$ cat src/design/acr_pkg.sv
package acr_pkg;

    // ****************************************
    // Register map (byte addresses, 32-bit words)
    // ****************************************
    localparam logic [7:0] ACR_CONFIG_IDX     = 8'h9F;
    localparam logic [9:0] ACR_CONFIG_ADDR    = 10'h27C;
    localparam logic [9:0] ACR_CONTROL_ADDR   = 10'h000;
    localparam logic [9:0] ACR_RESULT_ADDR    = 10'h004;
    localparam logic [9:0] ACR_STATUS_ADDR    = 10'h008;
    localparam int         ACR_ADDR_W         = 10;

    // ****************************************
    // Field positions
    // ****************************************
    localparam int ACR_JUSTIFY_BIT   = 7;
    localparam int ACR_DIV_HIGH_BIT  = 6;
    localparam int ACR_MAP_LSB       = 0;
    localparam int ACR_MAP_W         = 4;
    localparam int ACR_SEL_LSB       = 6;
    localparam int ACR_SEL_W         = 2;

    // ****************************************
    // Reset values and config write mask
    // ****************************************
    localparam logic [7:0] ACR_CONFIG_RESET  = 8'h00;
    localparam logic [7:0] ACR_CONFIG_WMASK  = 8'hCF;
    localparam logic [7:0] ACR_CONTROL_RESET = 8'h00;

    // ****************************************
    // Clock source codes and divide ratios
    // ****************************************
    localparam logic [1:0] ACR_SEL_RC        = 2'h3;
    localparam logic [6:0] ACR_DIV_2         = 7'h02;
    localparam logic [6:0] ACR_DIV_4         = 7'h04;
    localparam logic [6:0] ACR_DIV_8         = 7'h08;
    localparam logic [6:0] ACR_DIV_16        = 7'h10;
    localparam logic [6:0] ACR_DIV_32        = 7'h20;
    localparam logic [6:0] ACR_DIV_64        = 7'h40;

    // ****************************************
    // Port map codes
    // ****************************************
    localparam logic [3:0] ACR_MAP_ALL_ANALOG = 4'h0;
    localparam logic [3:0] ACR_MAP_TWO_REFS   = 4'h8;
    localparam logic [3:0] ACR_MAP_ONE_CHAN   = 4'hE;

    // Reference source codes
    typedef enum logic [1:0] {
        ACR_REF_RAILS = 2'b00,
        ACR_REF_CH3   = 2'b01,
        ACR_REF_CH32  = 2'b10,
        ACR_REF_NONE  = 2'b11
    } acr_ref_type;

    typedef enum logic [0:0] {
        ACR_BUS_IDLE = 1'b0,
        ACR_BUS_ACK  = 1'b1
    } acr_bus_type;

endpackage

$ cat src/design/acr_port_decode.sv
`timescale 1ns/10ps
`default_nettype none
module acr_port_decode
    import acr_pkg::*;
(
    input  wire logic [3:0] map_in,
    output logic      [7:0] analog_out,
    output acr_ref_type     ref_out
);

    // ****************************************
    // Pin map and reference decode
    // ****************************************
    always_comb
    begin
        analog_out = 8'h00;
        ref_out    = ACR_REF_RAILS;
        case (map_in)
            4'h0:
            begin
                analog_out = 8'hFF;
                ref_out = ACR_REF_RAILS;
            end
            4'h1:
            begin
                analog_out = 8'hF7;
                ref_out = ACR_REF_CH3;
            end
            4'h2:
            begin
                analog_out = 8'h1F;
                ref_out = ACR_REF_RAILS;
            end
            4'h3:
            begin
                analog_out = 8'h17;
                ref_out = ACR_REF_CH3;
            end
            4'h4:
            begin
                analog_out = 8'h0B;
                ref_out = ACR_REF_RAILS;
            end
            4'h5:
            begin
                analog_out = 8'h03;
                ref_out = ACR_REF_CH3;
            end
            4'h6, 4'h7:
            begin
                analog_out = 8'h00;
                ref_out = ACR_REF_NONE;
            end
            4'h8:
            begin
                analog_out = 8'hF3;
                ref_out = ACR_REF_CH32;
            end
            4'h9:
            begin
                analog_out = 8'h3F;
                ref_out = ACR_REF_RAILS;
            end
            4'hA:
            begin
                analog_out = 8'h37;
                ref_out = ACR_REF_CH3;
            end
            4'hB:
            begin
                analog_out = 8'h33;
                ref_out = ACR_REF_CH32;
            end
            4'hC:
            begin
                analog_out = 8'h13;
                ref_out = ACR_REF_CH32;
            end
            4'hD:
            begin
                analog_out = 8'h03;
                ref_out = ACR_REF_CH32;
            end
            4'hE:
            begin
                analog_out = 8'h01;
                ref_out = ACR_REF_RAILS;
            end
            4'hF:
            begin
                analog_out = 8'h01;
                ref_out = ACR_REF_CH32;
            end
            default:
            begin
                analog_out = 8'hFF;
                ref_out = ACR_REF_RAILS;
            end
        endcase
    end

endmodule
`default_nettype wire

$ cat src/design/acr_config.sv
// Decided for this implementation: register access over Avalon-MM.
`timescale 1ns/10ps
`default_nettype none
module acr_config
    import acr_pkg::*;
(
    input  wire logic                  clock_in,
    input  wire logic                  rst_in,
    input  wire logic [ACR_ADDR_W-1:0] avs_address_in,
    input  wire logic                  avs_read_in,
    input  wire logic                  avs_write_in,
    input  wire logic [31:0]           avs_writedata_in,
    input  wire logic [3:0]            avs_byteenable_in,
    output logic      [31:0]           avs_readdata_out,
    output logic                       avs_waitrequest_out,
    input  wire logic [9:0]            conv_result_in,
    output logic      [7:0]            result_high_byte_out,
    output logic      [7:0]            result_low_byte_out,
    output logic      [7:0]            analog_pin_out,
    output acr_ref_type                ref_sel_out,
    output logic                       use_rc_clock_out,
    output logic      [6:0]            clock_div_out,
    output logic                       conv_clock_tick_out
);

    // ****************************************
    // Register state
    // ****************************************
    logic [7:0]  converter_config_reg;
    logic [7:0]  next_converter_config_reg;
    logic [7:0]  converter_control_reg;
    logic [7:0]  next_converter_control_reg;
    acr_bus_type bus_state;
    acr_bus_type next_bus_state;
    logic [31:0] next_readdata;
    logic [31:0] readdata;
    logic        result_justify_sel;
    logic        clock_div_high_sel;
    logic [1:0]  clock_div_sel;
    logic [3:0]  port_analog_map;
    logic        wr_hit;

    assign result_justify_sel = converter_config_reg[ACR_JUSTIFY_BIT];
    assign clock_div_high_sel = converter_config_reg[ACR_DIV_HIGH_BIT];
    assign port_analog_map    = converter_config_reg[ACR_MAP_LSB +: ACR_MAP_W];
    assign clock_div_sel      = converter_control_reg[ACR_SEL_LSB +: ACR_SEL_W];

    // ****************************************
    // Avalon slave: one wait state per access
    // ****************************************
    assign avs_waitrequest_out = (avs_read_in || avs_write_in) && (bus_state == ACR_BUS_IDLE);
    assign wr_hit = avs_write_in && (bus_state == ACR_BUS_ACK) && avs_byteenable_in[0];
    assign avs_readdata_out = readdata;

    always_comb
    begin
        next_bus_state             = ACR_BUS_IDLE;
        next_converter_config_reg  = converter_config_reg;
        next_converter_control_reg = converter_control_reg;
        next_readdata              = readdata;
        if ((avs_read_in || avs_write_in) && bus_state == ACR_BUS_IDLE)
        begin
            next_bus_state = ACR_BUS_ACK;
            next_readdata  = 32'h0000_0000;
            case (avs_address_in)
                ACR_CONFIG_ADDR:
                    next_readdata[7:0] = converter_config_reg & ACR_CONFIG_WMASK;
                ACR_CONTROL_ADDR:
                    next_readdata[7:0] = converter_control_reg;
                ACR_RESULT_ADDR:
                    next_readdata[15:0] = {result_high_byte_out, result_low_byte_out};
                ACR_STATUS_ADDR:
                    next_readdata[9:0] = {ref_sel_out, analog_pin_out};
                default:
                    next_readdata = 32'h0000_0000;
            endcase
        end
        if (wr_hit)
        begin
            case (avs_address_in)
                ACR_CONFIG_ADDR:
                    next_converter_config_reg = avs_writedata_in[7:0] & ACR_CONFIG_WMASK;
                ACR_CONTROL_ADDR:
                    next_converter_control_reg = avs_writedata_in[7:0];
                default:
                    next_converter_config_reg = converter_config_reg;
            endcase
        end
    end

    always_ff @(posedge clock_in)
    begin
        if (rst_in)
        begin
            converter_config_reg  <= ACR_CONFIG_RESET;
            converter_control_reg <= ACR_CONTROL_RESET;
            bus_state             <= ACR_BUS_IDLE;
            readdata              <= 32'h0000_0000;
        end
        else
        begin
            converter_config_reg  <= next_converter_config_reg;
            converter_control_reg <= next_converter_control_reg;
            bus_state             <= next_bus_state;
            readdata              <= next_readdata;
        end
    end

    // ****************************************
    // Pin map decode
    // ****************************************
    acr_port_decode u_decode
    (
        .map_in     (port_analog_map),
        .analog_out (analog_pin_out),
        .ref_out    (ref_sel_out)
    );

    // ****************************************
    // Result justification
    // ****************************************
    logic [7:0] next_high;
    logic [7:0] next_low;
    logic [7:0] res_high;
    logic [7:0] res_low;

    always_comb
    begin
        if (result_justify_sel)
        begin
            next_high = {6'h00, conv_result_in[9:8]};
            next_low  = conv_result_in[7:0];
        end
        else
        begin
            next_high = conv_result_in[9:2];
            next_low  = {conv_result_in[1:0], 6'h00};
        end
    end

    always_ff @(posedge clock_in)
    begin
        if (rst_in)
        begin
            res_high <= 8'h00;
            res_low  <= 8'h00;
        end
        else
        begin
            res_high <= next_high;
            res_low  <= next_low;
        end
    end

    assign result_high_byte_out = res_high;
    assign result_low_byte_out  = res_low;

    // ****************************************
    // Conversion clock select and divider
    // ****************************************
    logic [6:0] next_div;
    logic       next_rc;
    logic [6:0] div_reg;
    logic       rc_reg;
    logic [5:0] div_cnt;
    logic [5:0] next_div_cnt;
    logic       next_tick;
    logic       tick;

    always_comb
    begin
        next_rc  = 1'b0;
        next_div = ACR_DIV_2;
        case (clock_div_sel)
            2'h0:    next_div = clock_div_high_sel ? ACR_DIV_4  : ACR_DIV_2;
            2'h1:    next_div = clock_div_high_sel ? ACR_DIV_16 : ACR_DIV_8;
            2'h2:    next_div = clock_div_high_sel ? ACR_DIV_64 : ACR_DIV_32;
            default: next_rc  = 1'b1;
        endcase
        next_tick    = 1'b0;
        next_div_cnt = div_cnt + 6'h01;
        if (next_rc || rc_reg || div_cnt >= 6'(div_reg - 7'h01) || div_reg != next_div)
        begin
            next_div_cnt = 6'h00;
            next_tick    = !next_rc && !rc_reg && (div_reg == next_div);
        end
    end

    always_ff @(posedge clock_in)
    begin
        if (rst_in)
        begin
            div_reg <= ACR_DIV_2;
            rc_reg  <= 1'b0;
            div_cnt <= 6'h00;
            tick    <= 1'b0;
        end
        else
        begin
            div_reg <= next_div;
            rc_reg  <= next_rc;
            div_cnt <= next_div_cnt;
            tick    <= next_tick;
        end
    end

    assign use_rc_clock_out    = rc_reg;
    assign clock_div_out       = rc_reg ? 7'h00 : div_reg;
    assign conv_clock_tick_out = tick;

    // ****************************************
    // Checks
    // ****************************************
    right_just_a: assert property (@(posedge clock_in) disable iff (rst_in)
        $past(result_justify_sel) |-> result_high_byte_out[7:2] == 6'h00)
        else $error("right justified high byte not zero");
    left_just_a: assert property (@(posedge clock_in) disable iff (rst_in)
        !$past(result_justify_sel) |-> result_low_byte_out[5:0] == 6'h00)
        else $error("left justified low byte not zero");
    div_sel_a: assert property (@(posedge clock_in) disable iff (rst_in)
        (clock_div_sel == 2'h2 && clock_div_high_sel) ##1 $stable(converter_control_reg)
        |-> clock_div_out == ACR_DIV_64)
        else $error("divider select wrong");
    rc_sel_a: assert property (@(posedge clock_in) disable iff (rst_in)
        clock_div_sel == ACR_SEL_RC |=> use_rc_clock_out && !conv_clock_tick_out)
        else $error("rc clock not selected");
    unimpl_zero_a: assert property (@(posedge clock_in) disable iff (rst_in)
        converter_config_reg[5:4] == 2'h0)
        else $error("unimplemented bits set");
    map_one_a: assert property (@(posedge clock_in) disable iff (rst_in)
        port_analog_map == ACR_MAP_ONE_CHAN |-> analog_pin_out == 8'h01)
        else $error("one channel map wrong");
    map_refs_a: assert property (@(posedge clock_in) disable iff (rst_in)
        port_analog_map == ACR_MAP_TWO_REFS |-> ref_sel_out == ACR_REF_CH32
        && analog_pin_out == 8'hF3)
        else $error("two reference map wrong");
    reset_analog_a: assert property (@(posedge clock_in)
        $past(rst_in) |-> analog_pin_out == 8'hFF)
        else $error("pins not analog after reset");
    write_take_a: assert property (@(posedge clock_in) disable iff (rst_in)
        wr_hit && avs_address_in == ACR_CONFIG_ADDR
        |=> converter_config_reg == ($past(avs_writedata_in[7:0]) & ACR_CONFIG_WMASK))
        else $error("config write not taken");

endmodule
`default_nettype wire

$ cat config.mk
export PLATFORM = sky130hd
export DESIGN_NAME = acr_config
export DESIGN_NICKNAME = d
export VERILOG_FILES = /design/src/design/acr_pkg.sv /design/src/design/acr_port_decode.sv /design/src/design/acr_config.sv
export SDC_FILE = /design/constraint.sdc
export NUM_CORES = 1
export LEC_CHECK = 0
export ABC_CLOCK_PERIOD_IN_PS = 7550
export BUFFER_PORTS_ARGS = -buffer_cell sky130_fd_sc_hd__buf_2
export CAP_MARGIN = 0
export CELL_PAD_IN_SITES_DETAIL_PLACEMENT = 1
export CELL_PAD_IN_SITES_GLOBAL_PLACEMENT = 1
export CORE_MARGIN = 2
export CORE_UTILIZATION = 38
export DETAILED_ROUTE_END_ITERATION = 8
export HOLD_SLACK_MARGIN = 0.08
export PLACE_DENSITY = 0.82
export SYNTH_ARGS = -nofsm -noshare
export SYNTH_HDL_FRONTEND = slang
export SYNTH_SLANG_ARGS = --single-unit
$ cat constraint.sdc
create_clock -name clock_in -period 7.55 [get_ports clock_in]
set_input_delay 1.51 -clock clock_in [delete_from_list [all_inputs] [get_ports clock_in]]
set_output_delay 1.51 -clock clock_in [all_outputs]
set_load 0.01 [all_outputs]
# After elaboration in Yosys (flattened, before gate mapping)
# Memory sizes are Yosys's and may differ from the RTL's. A register that Yosys moved wholly into a read port is not among the register bits.
# Cells that the tools add are included.
# word_totals
in_bits	60
output_inout_bits	68
reg_bits	62
ramBits	0
romBits	160
mem_count	1
elab_cells	59
latch_bits	0
# memory_table
name	words	width	read_ports	rd_ports_with_merged_regs	wr	line_no	rtl
(name not given)	16	10	1	1	0	acr_port_decode.sv:18	case (map_in)
# classes
mux	14
n_reduce_logical	19
order_cmp	1
eq_ne	7
shift	0
mul	0
add_sub_neg	2
n_bitwise	3
div_mod_pow	0
# op_table
op	count
$pmux W8 S4	1
$pmux W7 S3	1
$mux W7	2
$eq A10 B10 Y1 const B	1
$eq A10 B3 Y1 const B	1
$eq A10 B4 Y1 const B	1
$logic_not A10 Y1	1
$mux W4	2
$mux W8	1
$reduce_or A2 Y1	4
$eq A7 B7 Y1	1
$ne A7 B7 Y1	1
$add A6 B1 Y6 const B	1
$ge A6 B6 Y1	1
$mux W6	1
$sub A6 B1 Y6 const B	1
$logic_and A1 B1 Y1	5
$mux W5	1
$logic_or A1 B1 Y1	4
$pmux W2 S2	1
$reduce_and A2 Y1	2
$mux W3	1
$not A1 Y1	3
$reduce_or A3 Y1	1
6 further kinds	7

# Depth between registers and ports, before layout
# Gate-level depths: netlist of the first run.
# logic_depth
word_depth	8
mapped_depth	10
depth_no_buf	9

# By module
# Synthesis of the first run repeated with hierarchy kept, for this count alone.
# unflattened
hier_cells	328
area_unflattened_um2	3050.4
# modules_own_cells
mod	area_per_inst_um2	cells_per_inst	seq_area_each_um2	n_inst
acr_config	2834.0	299	1221.2	1
acr_port_decode	216.5	29	0.0	1

# Least setup slack after synthesis of the first run
# OpenSTA, ideal clock, no wires.
# synth_timing
path_type	input -> output
start	input avs_write_in
end	output avs_waitrequest_out
path_buffers	0
required_ns	6.040
path_slack_ns	4.071
cell_stages	3
arrival_ns	1.969
cell_sequence	nor2_1 > or2_2 > inv_1
# synth_via
elab_chain_len	2
# synth_rtl
item	line_no	rtl
start: declaration	acr_config.sv:11	input wire logic avs_write_in,
$logic_or A1 B1 Y1	acr_config.sv:51	assign avs_waitrequest_out = (avs_read_in || avs_write_in) && (bus_state == ACR_BUS_IDLE);
$logic_and A1 B1 Y1	acr_config.sv:51	
end: declaration	acr_config.sv:15	output logic avs_waitrequest_out,
# No other way between the ends.

# Final worst setup path of the first run
# layout_timing
start	input avs_address_in[2]
end	register, netlist name u_decode.ref_out[1]
# layout_via
elab_chain_len	4
# layout_rtl
item	line_no	rtl
start: declaration	acr_config.sv:9	input wire logic [ACR_ADDR_W-1:0] avs_address_in,
$eq A10 B10 Y1	acr_config.sv:80	case (avs_address_in)
$reduce_and A2 Y1 (no line)	--	
$mux W4 (no line) (2 in a row)	--	
# No other way between the ends.
# A chain may end at the register's enable or synchronous reset.

==> results of run 1 <==
critical path: cells and delay by family:
kind	cells	cell delay (ns)
fa+ha+maj	1	0.32
compound gates	1	0.23
mux	2	0.29
simple gates	3	1.47
buf+inv	2	0.52
Yosys cell counts, drive strengths merged, types with 2 or more instances:
master and number:
o31ai 2, nor4 3, ha 15, and3b 2, mux2i 28, xor2 3
inv 11, or2 3, nand4 2, a22oi 10, a21oi 9, nor3b 4
a32o 3, xnor2 4, and2 12, a22o 13, dfxtp 70, buf 25
nor3 13, nand2b 6, nand3 5, o21ai 14, nor2b 12, clkbuf 7
nand2 13, nor2 42
cells by family after synthesis:
family / Yosys count / share of synthesized area (%)
fa+ha+maj: 15 / 5.70
flops: 70 / 42.6
mux: 29 / 8.86
compound gates: 56 / 11.7
xor+xnor: 7 / 1.86
buf+inv: 43 / 7.45
other cells: 1 / 0.114
simple gates: 124 / 21.7
through the flow:
stage               instance area, um^2  instances  utilization [%]  total power [mW]
floorplan                          3350        361                -             0.455
global placement                   3700        518             44.6             0.476
detailed placement                 3700        518             44.6             0.483
CTS                                3970        534             47.8             0.889
global route                       3970        534             47.8             0.917
finish                             3970        534             47.8             0.877
power by group through the flow:
stage                     clock, mW  sequential, mW  combinational, mW
after floorplan                   0           0.398             0.0565
after global placement            0           0.397             0.0794
after detailed placement          0           0.397             0.0855
after CTS                     0.414           0.389             0.0866
after global routing          0.431           0.390             0.0962
final                         0.404           0.389             0.0847
cell type report:
cell class | count | area share, %
multi-input cells | 248 | 42.9
flip-flops and latches | 70 | 35.3
repair buffers | 84 | 10.7
clock inverters | 7 | 3.66
well taps | 105 | 3.31
clock buffers | 9 | 3.12
inverters | 11 | 1.04
how the worst max path moves through the flow:
stage                            startpoint             endpoint
after global placement    avs_address_in[2]  u_decode.ref_out[1]
after global routing      avs_address_in[2]  u_decode.ref_out[1]
final                     avs_address_in[2]  u_decode.ref_out[1]
after floorplan                avs_write_in  avs_waitrequest_out
after CTS                 avs_address_in[2]  u_decode.ref_out[1]
after detailed placement  avs_address_in[2]  u_decode.ref_out[1]
metal layers:
| metal | up-vias | GRT usage (%) | share of wire, % |
|---|---|---|---|
| met1 | 1329 | 23.5 | 44 |
| met4 | 0 | 5.31 | 0.85 |
| li1 | 1326 | - | - |
| met2 | 56 | 34.2 | 51 |
| met5 | - | 0 | 0 |
| met3 | 5 | 4.89 | 3.5 |
==> metrics.txt, run 1 <==
# TYPE chip_impl_metric gauge
chip_impl_metric{name="detailedRoute.firstIterationViolations",unit=""} 107
chip_impl_metric{name="cellInternalPower",unit="mW"} 0.666
chip_impl_info{name="worstSetupPathType",value="input port to flip-flop"} 1
chip_impl_metric{name="post-place-ws",unit="ns"} 3.14
chip_impl_metric{name="power.leakage",unit="nW"} 1.73
chip_impl_info{name="endpoint_kind",value="flip-flop"} 1
chip_impl_metric{name="gp_congestion",unit=""} 0.826
chip_impl_metric{name="pwr-share-clk",unit="%"} 46.0
chip_impl_metric{name="maximum_number_of_pins_on_one_net_before_global_route_repair",unit=""} 49
chip_impl_metric{name="design.die.area",unit="um^2"} 9420
chip_impl_metric{name="final.hold.worst_slack",unit="ns"} 0.479
chip_impl_metric{name="timing.final.max_slew_violations",unit=""} 0
chip_impl_metric{name="drt_drc_violations_left",unit=""} 0
chip_impl_info{name="crit_top_cell",value="mux2i_1"} 1
chip_impl_metric{name="worst_setup_hold_path_clk_slew",unit="ns"} 0.07
chip_impl_metric{name="detail-route-antenna-nets",unit=""} 0
chip_impl_metric{name="floorplan.initialDensity",unit="%"} 39.7
chip_impl_metric{name="number_of_enable_flip_flop_cells_after_synthesis",unit=""} 0
chip_impl_metric{name="multi_input_area",unit="um^2"} 1700
chip_impl_metric{name="finalWirelength",unit="mm"} 8.99
chip_impl_info{name="cell_types_with_the_largest_area_share_after_synthesis",value="dfxtp_1, mux2i_1, ha_1"} 1
chip_impl_info{name="final_cell_mix",value="buf_2, dfxtp_1, nor2_1"} 1
chip_impl_metric{name="drive_above_1_share",unit="%"} 25.9
chip_impl_metric{name="fin_nets",unit=""} 499
chip_impl_metric{name="grt_antenna_before_repair",unit=""} 0
chip_impl_metric{name="cts_buffer_depth",unit=""} 2
chip_impl_metric{name="synthArstFlopShare",unit="%"} 0
chip_impl_info{name="holdCritStartpoint",value="avs_readdata_out[7]"} 1
chip_impl_metric{name="post_route_setup_tns",unit="ns"} 0
chip_impl_metric{name="timing.reg2reg.worst_path_depth",unit=""} 8
chip_impl_metric{name="cts_inserted_buffers",unit=""} 9
chip_impl_metric{name="crit_arrival",unit="ns"} 4.35
chip_impl_metric{name="fmax",unit="GHz"} 0.243
chip_impl_metric{name="design.portCount",unit=""} 128
chip_impl_info{name="synthFlopType",value="dfxtp_1"} 1
chip_impl_info{name="post-synth-top-area-cell",value="dfxtp_1"} 1
chip_impl_metric{name="ys_types",unit=""} 43
chip_impl_metric{name="setup_viol",unit=""} 0
chip_impl_metric{name="vdd_ir_drop_max",unit="V"} 0.0000941
chip_impl_metric{name="ctsHtreeMaxLevel",unit=""} 3
chip_impl_metric{name="core_area",unit="um^2"} 8300
chip_impl_metric{name="drt_pass1_iterations",unit=""} 4
chip_impl_metric{name="synth_sequential_area_ratio",unit="%"} 42.6
chip_impl_info{name="hold_path.class",value="flip-flop to flip-flop"} 1
chip_impl_metric{name="hpwl",unit="mm"} 6.67
chip_impl_info{name="start_kind",value="input port"} 1
chip_impl_metric{name="final_period_minus_worst_setup_slack",unit="ns"} 4.11
chip_impl_metric{name="clock_latency",unit="ns"} 0.35
chip_impl_metric{name="period_share",unit="%"} 54.5
chip_impl_metric{name="max_cap_viol_count",unit=""} 0
chip_impl_info{name="reg2reg_from",value="bus_state"} 1
chip_impl_metric{name="diodes",unit=""} 0
chip_impl_metric{name="syn2layout_area_growth",unit="%"} 20.6
chip_impl_metric{name="max-slew-margin-rel",unit="%"} 38.1
chip_impl_metric{name="setup_fix_bufs_post_cts",unit=""} 0
chip_impl_metric{name="number_of_storage_elements_in_the_synthesis_netlist",unit=""} 70
chip_impl_metric{name="cts_resized",unit=""} 0
chip_impl_metric{name="worst_path_max_stage_delay",unit="ns"} 0.86
chip_impl_metric{name="drt-wirelength-per-cell",unit="um"} 16.8
chip_impl_metric{name="hold_viol",unit=""} 0
chip_impl_metric{name="worst_hold_path.num_cells",unit=""} 1
chip_impl_info{name="timing.critical_path.slowest_stage_cell",value="nor4_4"} 1
chip_impl_metric{name="power_per_cell_area",unit="nW/um^2"} 221
chip_impl_metric{name="cts.sinks",unit=""} 70
chip_impl_metric{name="postSynthCellCount",unit=""} 345
chip_impl_metric{name="layout.filler_cells",unit=""} 988
chip_impl_info{name="setup_repair_after_global_routing_missed_its_margin",value="no"} 1
chip_impl_metric{name="timing.clock.skew",unit="ns"} 0.00839
chip_impl_metric{name="std_cell_rows",unit=""} 33
chip_impl_metric{name="reg2reg_setup_slack",unit="ns"} 4.72
chip_impl_metric{name="seq_area",unit="um^2"} 1400
chip_impl_metric{name="global_route.usage.total",unit="%"} 19.4
chip_impl_metric{name="crit_fanout",unit=""} 14
chip_impl_info{name="hold_end",value="avs_readdata_out[7]"} 1
chip_impl_metric{name="placement.io_buffers",unit=""} 83
chip_impl_metric{name="dieHeight",unit="um"} 97.1
chip_impl_metric{name="grt_pass1_wl",unit="mm"} 14.6
chip_impl_metric{name="synthDominantCellAreaShare",unit="%"} 42.6
chip_impl_metric{name="cts_hold_bufs",unit=""} 0
chip_impl_metric{name="critPathRequiredTime",unit="ns"} 7.79
chip_impl_info{name="regToRegEndpoint",value="u_decode.ref_out[1]"} 1
chip_impl_metric{name="tightest_slew",unit="ns"} 0.922
chip_impl_info{name="outcome",value="completed"} 1
chip_impl_metric{name="combinationalPowerShare",unit="%"} 9.7
chip_impl_metric{name="post_drt_via_cell_ratio",unit=""} 5.09
chip_impl_metric{name="post-route-worst-setup-slack",unit="ns"} 3.44
chip_impl_metric{name="number_of_global_route_vias_before_repair",unit=""} 2897
chip_impl_metric{name="overflow_left_after_global_routing",unit=""} 0
chip_impl_metric{name="switching_share_of_power",unit="%"} 24.1
chip_impl_metric{name="largest_register_ff_count",unit=""} 16
chip_impl_metric{name="share_seq_of_total_power",unit="%"} 44.3
chip_impl_metric{name="synth.yosys.warnings",unit=""} 0
chip_impl_info{name="cts-root-buf",value="clkbuf_8"} 1
chip_impl_metric{name="via_count",unit=""} 2716
chip_impl_metric{name="syn_avg_cell_area",unit="um^2"} 9.54
chip_impl_metric{name="die_w",unit="um"} 97.1
chip_impl_info{name="path_cells",value="buf_2 > nand4bb_2 > nor4_4 > mux2i_1 > nor2_1 > inv_1 > ha_1 > mux2i_1 > a32o_1"} 1
chip_impl_metric{name="syn-cell-area",unit="um^2"} 3290
chip_impl_info{name="cts_tree",value="done"} 1
chip_impl_info{name="mostFrequentLayoutCell",value="buf_2"} 1
chip_impl_metric{name="switching_power",unit="mW"} 0.211
Note: power is estimated with default switching activity, not from simulation.
==> run 2, diff against run 1 <==
--- a/config.mk
+++ b/config.mk
@@ -5,16 +5,16 @@
 export SDC_FILE = /design/constraint.sdc
 export NUM_CORES = 1
 export LEC_CHECK = 0
-export ABC_CLOCK_PERIOD_IN_PS = 7550
+export ABC_CLOCK_PERIOD_IN_PS = 4200
 export BUFFER_PORTS_ARGS = -buffer_cell sky130_fd_sc_hd__buf_2
 export CAP_MARGIN = 0
 export CELL_PAD_IN_SITES_DETAIL_PLACEMENT = 1
 export CELL_PAD_IN_SITES_GLOBAL_PLACEMENT = 1
 export CORE_MARGIN = 2
-export CORE_UTILIZATION = 38
+export CORE_UTILIZATION = 36
 export DETAILED_ROUTE_END_ITERATION = 8
 export HOLD_SLACK_MARGIN = 0.08
-export PLACE_DENSITY = 0.82
+export PLACE_DENSITY = 0.78
 export SYNTH_ARGS = -nofsm -noshare
 export SYNTH_HDL_FRONTEND = slang
 export SYNTH_SLANG_ARGS = --single-unit
==> constraint.sdc (replaced) <==
create_clock -name clock_in -period 4.2 [get_ports clock_in]
set_input_delay 0.84 -clock clock_in [delete_from_list [all_inputs] [get_ports clock_in]]
set_output_delay 0.84 -clock clock_in [all_outputs]
set_load 0.01 [all_outputs]
==> run 2 against run 1 <==
- clock power grew 28%
- first-iteration DRC count fell by 39%
- register-to-register slack got worse by 2.9 ns
- non-clock buffer count increased by 2
- final cell count is 0.94% higher
- critical path type unchanged
- count of clock-buffer cells in the layout is the same
- cell area shrank 1.6%
- sequential share of layout area rose by 0.58 points
- flip-flop and latch count unchanged
- highest routed layer unchanged
- largest power group is now registers
- hold slack gained 0.0089 ns
==> metrics.txt, run 2 (synthesis gave the netlist of run 1 again) <==
# TYPE chip_impl_metric gauge
chip_impl_info{name="outcome",value="completed"} 1
chip_impl_metric{name="fin_nets",unit=""} 501
chip_impl_metric{name="ctsHtreeMaxLevel",unit=""} 3
chip_impl_metric{name="fmax",unit="GHz"} 0.339
chip_impl_metric{name="core_area",unit="um^2"} 8810
chip_impl_metric{name="cts.sinks",unit=""} 70
chip_impl_metric{name="vdd_ir_drop_max",unit="V"} 0.000122
chip_impl_metric{name="post_layout_instance_area",unit="um^2"} 3910
chip_impl_info{name="mostFrequentLayoutCell",value="buf_2"} 1
chip_impl_info{name="start_kind",value="input port"} 1
chip_impl_metric{name="placed_cell_area",unit="um^2"} 3720
chip_impl_metric{name="floorplan.initialDensity",unit="%"} 37.4
chip_impl_metric{name="finalWirelength",unit="mm"} 8.77
chip_impl_metric{name="maximum_number_of_pins_on_one_net_before_global_route_repair",unit=""} 27
chip_impl_metric{name="cts_inserted_buffers",unit=""} 9
chip_impl_metric{name="global_route.usage.total",unit="%"} 17.5
chip_impl_metric{name="overflow_left_after_global_routing",unit=""} 0
chip_impl_metric{name="post-place-ws",unit="ns"} 0.893
chip_impl_metric{name="max_cap_viol_count",unit=""} 0
chip_impl_metric{name="tightest_slew",unit="ns"} 0.810
chip_impl_metric{name="via_count",unit=""} 2733
chip_impl_metric{name="diodes",unit=""} 0
chip_impl_metric{name="grt_antenna_before_repair",unit=""} 0
chip_impl_metric{name="design.die.area",unit="um^2"} 9920
chip_impl_info{name="final_cell_mix",value="buf_2, dfxtp_1, nor2_1"} 1
chip_impl_metric{name="post-route-util",unit="%"} 44.4
chip_impl_info{name="worstSetupPathType",value="input port to flip-flop"} 1
chip_impl_metric{name="setup_fix_bufs_post_cts",unit=""} 0
chip_impl_metric{name="hpwl",unit="mm"} 6.84
chip_impl_metric{name="critPathRequiredTime",unit="ns"} 4.45
chip_impl_metric{name="post_drt_via_cell_ratio",unit=""} 5.07
chip_impl_metric{name="worst_setup_hold_path_clk_slew",unit="ns"} 0.09
chip_impl_info{name="setup_repair_after_global_routing_missed_its_margin",value="no"} 1
chip_impl_metric{name="post_route_setup_tns",unit="ns"} 0
chip_impl_metric{name="design.portCount",unit=""} 128
chip_impl_metric{name="syn2layout_area_growth",unit="%"} 18.7
chip_impl_metric{name="cts_buffer_depth",unit=""} 2
chip_impl_metric{name="drt-wirelength-per-cell",unit="um"} 16.3
chip_impl_info{name="endpoint_kind",value="flip-flop"} 1
chip_impl_metric{name="post-route-worst-setup-slack",unit="ns"} 1.25
chip_impl_metric{name="std_cell_rows",unit=""} 34
chip_impl_metric{name="timing.final.max_slew_violations",unit=""} 0
chip_impl_metric{name="drive_above_1_share",unit="%"} 26.2
chip_impl_metric{name="detail-route-antenna-nets",unit=""} 0
chip_impl_metric{name="cts_resized",unit=""} 0
chip_impl_metric{name="dieHeight",unit="um"} 99.6
chip_impl_info{name="hold_path.class",value="flip-flop to flip-flop"} 1
chip_impl_metric{name="crit_fanout",unit=""} 14
chip_impl_metric{name="drt_drc_violations_left",unit=""} 0
chip_impl_metric{name="max-slew-margin-rel",unit="%"} 45.8
chip_impl_metric{name="power.leakage",unit="nW"} 1.70
chip_impl_metric{name="grt_pass1_wl",unit="mm"} 13.5
chip_impl_metric{name="largest_register_ff_count",unit=""} 16
chip_impl_metric{name="final_period_minus_worst_setup_slack",unit="ns"} 2.95
chip_impl_metric{name="die_w",unit="um"} 99.6
chip_impl_metric{name="timing.clock.skew",unit="ns"} 0.0121
chip_impl_metric{name="drt_pass1_iterations",unit=""} 4
chip_impl_metric{name="cts_hold_bufs",unit=""} 0
chip_impl_metric{name="power_per_cell_area",unit="nW/um^2"} 350
chip_impl_info{name="cts-root-buf",value="clkbuf_8"} 1
chip_impl_metric{name="detailedRoute.firstIterationViolations",unit=""} 65
chip_impl_metric{name="period_share",unit="%"} 70.3
chip_impl_metric{name="setup_viol",unit=""} 0
chip_impl_metric{name="gp_congestion",unit=""} 0.841
chip_impl_metric{name="number_of_global_route_vias_before_repair",unit=""} 2743
chip_impl_metric{name="hold_viol",unit=""} 0
chip_impl_metric{name="placement.io_buffers",unit=""} 83
chip_impl_info{name="cts_tree",value="done"} 1
chip_impl_metric{name="clock_latency",unit="ns"} 0.36
chip_impl_metric{name="crit_arrival",unit="ns"} 3.20
[run 2: cell count changes in the layout (fill, tap and decap cells not counted), sizes merged]
cell	previous run	this run
buf	84	86
inv	12	15
clkinv	1	2
bufinv	4	0
[run 2: power breakdown]
part           leakage (nW)  switching (mW)  internal, mW  total, mW
clock network        0.0927           0.292         0.226      0.518
logic                  1.04          0.0968        0.0553      0.152
registers             0.568          0.0142         0.684      0.698
total                  1.70           0.403         0.966       1.37
[run 2: final timing paths]
check                      start                   to  slack [ns]  depth (start not counted)
min          avs_readdata_out[4]  avs_readdata_out[4]        0.49                          1
min reg2reg  avs_readdata_out[4]  avs_readdata_out[4]        0.49                          1
max reg2reg            bus_state  u_decode.ref_out[1]        1.85                          9
max            avs_address_in[2]  u_decode.ref_out[1]        1.25                         10
[run 2: routing by layer]
metal | routed length, um | global-route usage, % | up-vias
met5 | 0 | 0 | -
met4 | 82 | 4.74 | 0
met3 | 346 | 4.78 | 8
met2 | 4460 | 30.7 | 66
met1 | 3890 | 21.2 | 1327
li1 | - | - | 1332
[run 2: stage by stage]
stage	hold slack [ns]	cells	power (mW)
CTS	0.488	539	1.39
floorplan	0.456	361	0.818
detailed placement	0.467	523	0.868
global placement	0.465	523	0.856
finish	0.488	539	1.37
global route	0.499	539	1.44
[run 2: critical path, cell delays in order]
cell	delay (ns)
buf_2	0.35
nand4bb_2	0.23
nor4_4	0.31
buf_4	0.27
mux2i_1	0.12
nor2_1	0.30
inv_1	0.16
ha_1	0.32
mux2i_1	0.07
a32o_1	0.22
[run 2: final cells by class]
class	instances	area (um^2)
multi-input cells	248	1700
inverters	11	41.3
clock inverters	7	62.6
well taps	108	135
repair buffers	86	438
clock buffers	9	124
fillers	1072	4900
flip-flops and latches	70	1400
==> run 3, diff against run 2 <==
--- a/config.mk
+++ b/config.mk
@@ -5,16 +5,16 @@
 export SDC_FILE = /design/constraint.sdc
 export NUM_CORES = 1
 export LEC_CHECK = 0
-export ABC_CLOCK_PERIOD_IN_PS = 4200
+export ABC_CLOCK_PERIOD_IN_PS = 2500
 export BUFFER_PORTS_ARGS = -buffer_cell sky130_fd_sc_hd__buf_2
 export CAP_MARGIN = 0
 export CELL_PAD_IN_SITES_DETAIL_PLACEMENT = 1
 export CELL_PAD_IN_SITES_GLOBAL_PLACEMENT = 1
 export CORE_MARGIN = 2
-export CORE_UTILIZATION = 36
+export CORE_UTILIZATION = 32
 export DETAILED_ROUTE_END_ITERATION = 8
 export HOLD_SLACK_MARGIN = 0.08
-export PLACE_DENSITY = 0.78
+export PLACE_DENSITY = 0.73
 export SYNTH_ARGS = -nofsm -noshare
 export SYNTH_HDL_FRONTEND = slang
 export SYNTH_SLANG_ARGS = --single-unit
==> constraint.sdc (replaced) <==
create_clock -name clock_in -period 2.5 [get_ports clock_in]
set_input_delay 0.5 -clock clock_in [delete_from_list [all_inputs] [get_ports clock_in]]
set_output_delay 0.5 -clock clock_in [all_outputs]
set_load 0.01 [all_outputs]
==> run 3 against run 2 <==
- register-to-register slack got worse by 1.5 ns
- utilization fell by 4.0 points
- cell area rose by 4.9%
- clock skew barely moved
- count of clock-buffer cells in the layout did not move
- final cell count rose by 8.0%
- clock power rose by 110%
- total power rose by 82%
- highest routed layer unchanged
==> metrics.txt, run 3 (synthesis gave the netlist of run 1 again) <==
# TYPE chip_impl_metric gauge
chip_impl_metric{name="hold_viol",unit=""} 0
chip_impl_metric{name="floorplan.initialDensity",unit="%"} 32.5
chip_impl_metric{name="syn2layout_area_growth",unit="%"} 24.5
chip_impl_metric{name="dieHeight",unit="um"} 105
chip_impl_metric{name="crit_arrival",unit="ns"} 2.36
chip_impl_metric{name="timing.clock.skew",unit="ns"} 0.0126
chip_impl_metric{name="ctsHtreeMaxLevel",unit=""} 3
chip_impl_metric{name="power.leakage",unit="nW"} 1.79
chip_impl_metric{name="clock_latency",unit="ns"} 0.34
chip_impl_metric{name="via_count",unit=""} 2734
chip_impl_metric{name="cts.sinks",unit=""} 70
chip_impl_metric{name="vdd_ir_drop_max",unit="V"} 0.000378
chip_impl_metric{name="final_period_minus_worst_setup_slack",unit="ns"} 2.12
chip_impl_metric{name="share_seq_of_total_power",unit="%"} 47.0
chip_impl_info{name="hold_path.class",value="input port to flip-flop"} 1
chip_impl_metric{name="drt_drc_violations_left",unit=""} 0
chip_impl_metric{name="maximum_number_of_pins_on_one_net_before_global_route_repair",unit=""} 18
chip_impl_metric{name="power_per_cell_area",unit="nW/um^2"} 609
chip_impl_metric{name="std_cell_rows",unit=""} 37
chip_impl_metric{name="core_area",unit="um^2"} 10100
chip_impl_metric{name="placement.io_buffers",unit=""} 83
chip_impl_metric{name="design.portCount",unit=""} 128
chip_impl_metric{name="overflow_left_after_global_routing",unit=""} 0
chip_impl_metric{name="diodes",unit=""} 0
chip_impl_metric{name="crit_fanout",unit=""} 4
chip_impl_metric{name="combinationalPowerShare",unit="%"} 10.3
chip_impl_metric{name="pwr-share-clk",unit="%"} 42.7
chip_impl_info{name="start_kind",value="input port"} 1
chip_impl_metric{name="drt_pass1_iterations",unit=""} 4
chip_impl_metric{name="setup_viol",unit=""} 0
chip_impl_info{name="endpoint_kind",value="flip-flop"} 1
chip_impl_info{name="cts-root-buf",value="clkbuf_8"} 1
chip_impl_metric{name="fin_nets",unit=""} 516
chip_impl_metric{name="layout.filler_cells",unit=""} 1192
chip_impl_metric{name="reg2reg_setup_slack",unit="ns"} 0.39
chip_impl_metric{name="post-place-ws",unit="ns"} 0.0363
chip_impl_info{name="cts_tree",value="done"} 1
chip_impl_info{name="reg2reg_from",value="converter_control_reg[7]"} 1
chip_impl_metric{name="switching_power",unit="mW"} 0.668
chip_impl_metric{name="grt_pass1_wl",unit="mm"} 14.2
chip_impl_metric{name="detailedRoute.firstIterationViolations",unit=""} 84
chip_impl_metric{name="post-route-util",unit="%"} 40.4
chip_impl_metric{name="finalWirelength",unit="mm"} 8.95
chip_impl_metric{name="worst_hold_path.num_cells",unit=""} 2
chip_impl_info{name="final_cell_mix",value="buf_2, dfxtp_1, nor2_1"} 1
chip_impl_metric{name="drive_above_1_share",unit="%"} 28.7
chip_impl_metric{name="fmax",unit="GHz"} 0.471
chip_impl_metric{name="tightest_slew",unit="ns"} 0.608
chip_impl_metric{name="cts_inserted_buffers",unit=""} 9
chip_impl_metric{name="cellInternalPower",unit="mW"} 1.83
chip_impl_metric{name="cts_resized",unit=""} 0
chip_impl_metric{name="post_layout_nonfiller_instances",unit=""} 582
chip_impl_metric{name="worst_setup_hold_path_clk_slew",unit="ns"} 0.09
chip_impl_metric{name="max_cap_viol_count",unit=""} 0
chip_impl_metric{name="global_route.usage.total",unit="%"} 16.3
chip_impl_metric{name="hpwl",unit="mm"} 6.97
chip_impl_metric{name="post-route-worst-setup-slack",unit="ns"} 0.378
chip_impl_metric{name="number_of_global_route_vias_before_repair",unit=""} 2812
chip_impl_info{name="holdCritStartpoint",value="conv_result_in[6]"} 1
chip_impl_metric{name="cts_buffer_depth",unit=""} 2
chip_impl_metric{name="post_drt_via_cell_ratio",unit=""} 4.70
chip_impl_info{name="setup_repair_after_global_routing_missed_its_margin",value="no"} 1
chip_impl_metric{name="critPathRequiredTime",unit="ns"} 2.73
chip_impl_metric{name="post_route_setup_tns",unit="ns"} 0
chip_impl_metric{name="die_w",unit="um"} 105
chip_impl_metric{name="grt_antenna_before_repair",unit=""} 0
chip_impl_metric{name="timing.reg2reg.worst_path_depth",unit=""} 8
chip_impl_info{name="worstSetupPathType",value="input port to flip-flop"} 1
chip_impl_info{name="outcome",value="completed"} 1
chip_impl_metric{name="largest_register_ff_count",unit=""} 16
chip_impl_info{name="hold_end",value="result_high_byte_out[4]"} 1
chip_impl_metric{name="max-slew-margin-rel",unit="%"} 59.1
chip_impl_info{name="mostFrequentLayoutCell",value="buf_2"} 1
chip_impl_metric{name="final.hold.worst_slack",unit="ns"} 0.368
chip_impl_metric{name="switching_share_of_power",unit="%"} 26.8
chip_impl_metric{name="drt-wirelength-per-cell",unit="um"} 15.4
chip_impl_metric{name="timing.final.max_slew_violations",unit=""} 0
chip_impl_metric{name="period_share",unit="%"} 84.9
chip_impl_metric{name="placed_instances",unit=""} 565
chip_impl_metric{name="design.die.area",unit="um^2"} 11100
chip_impl_info{name="regToRegEndpoint",value="div_cnt[4]"} 1
chip_impl_metric{name="gp_congestion",unit=""} 0.842
chip_impl_metric{name="detail-route-antenna-nets",unit=""} 0
run 3: cell count changes in the layout (fill, tap and decap cells not counted), sizes merged:
cell	previous run	this run
clkinv	2	1
bufinv	0	2
buf	86	101
inv	15	14
run 3: layout make-up:
type	instances	area (um^2)	share of cell area, %
clock buffers	9	124	3.02
flip-flops and latches	70	1400	34.2
clock inverters	7	105	2.57
inverters	11	41.3	1.01
repair buffers	101	551	13.4
well taps	136	170	4.15
multi-input cells	248	1700	41.6
run 3: worst max path at each step:
stage	from	to	slack, ns	cells after the start
after floorplan	avs_address_in[7]	u_decode.ref_out[1]	0.09	9
after global placement	avs_address_in[7]	u_decode.ref_out[0]	0.1	10
after detailed placement	avs_address_in[7]	u_decode.ref_out[1]	0.04	10
after CTS	converter_control_reg[7]	div_cnt[4]	0.25	7
after global routing	converter_control_reg[7]	div_cnt[4]	0.12	8
final	avs_address_in[7]	u_decode.ref_out[1]	0.38	10
run 3: routing by layer:
layer | vias up | share of wire, % | global-route usage, %
met4 | 0 | 1.0 | 4.29
met1 | 1300 | 45 | 19.8
met5 | - | 0 | 0
met3 | 9 | 3.7 | 3.96
li1 | 1363 | - | -
met2 | 62 | 50 | 28.7
run 3: power groups by stage:
| stage | registers (mW) | clock network, mW | logic [mW] |
|---|---|---|---|
| 2_1_floorplan | 1.20 | 0 | 0.171 |
| 3_3_place_gp | 1.20 | 0 | 0.250 |
| 3_5_place_dp | 1.20 | 0 | 0.258 |
| 4_1_cts | 1.17 | 1.08 | 0.260 |
| 5_1_grt | 1.18 | 1.13 | 0.291 |
| 6_report | 1.17 | 1.07 | 0.257 |
run 3: critical path, stage by stage:
cell	delay (ns)
buf_2	0.11
nand4bb_2	0.29
nor4_4	0.30
buf_4	0.19
mux2i_1	0.10
nor2_1	0.16
inv_1	0.10
ha_1	0.31
mux2i_1	0.07
a32o_1	0.22
run 3: through the flow:
stage	instance area (um^2)	total power [mW]
after CTS	4090	2.51
after floorplan	3350	1.37
after detailed placement	3860	1.46
final	4100	2.50
after global routing	4100	2.60
after global placement	3860	1.45
run 3: timing repair:
action	4_1_cts	5_1_grt
endpoints found under the setup margin	0	6
endpoints found under the hold margin	0	0
setup buffers	0	1
hold buffers	0	0
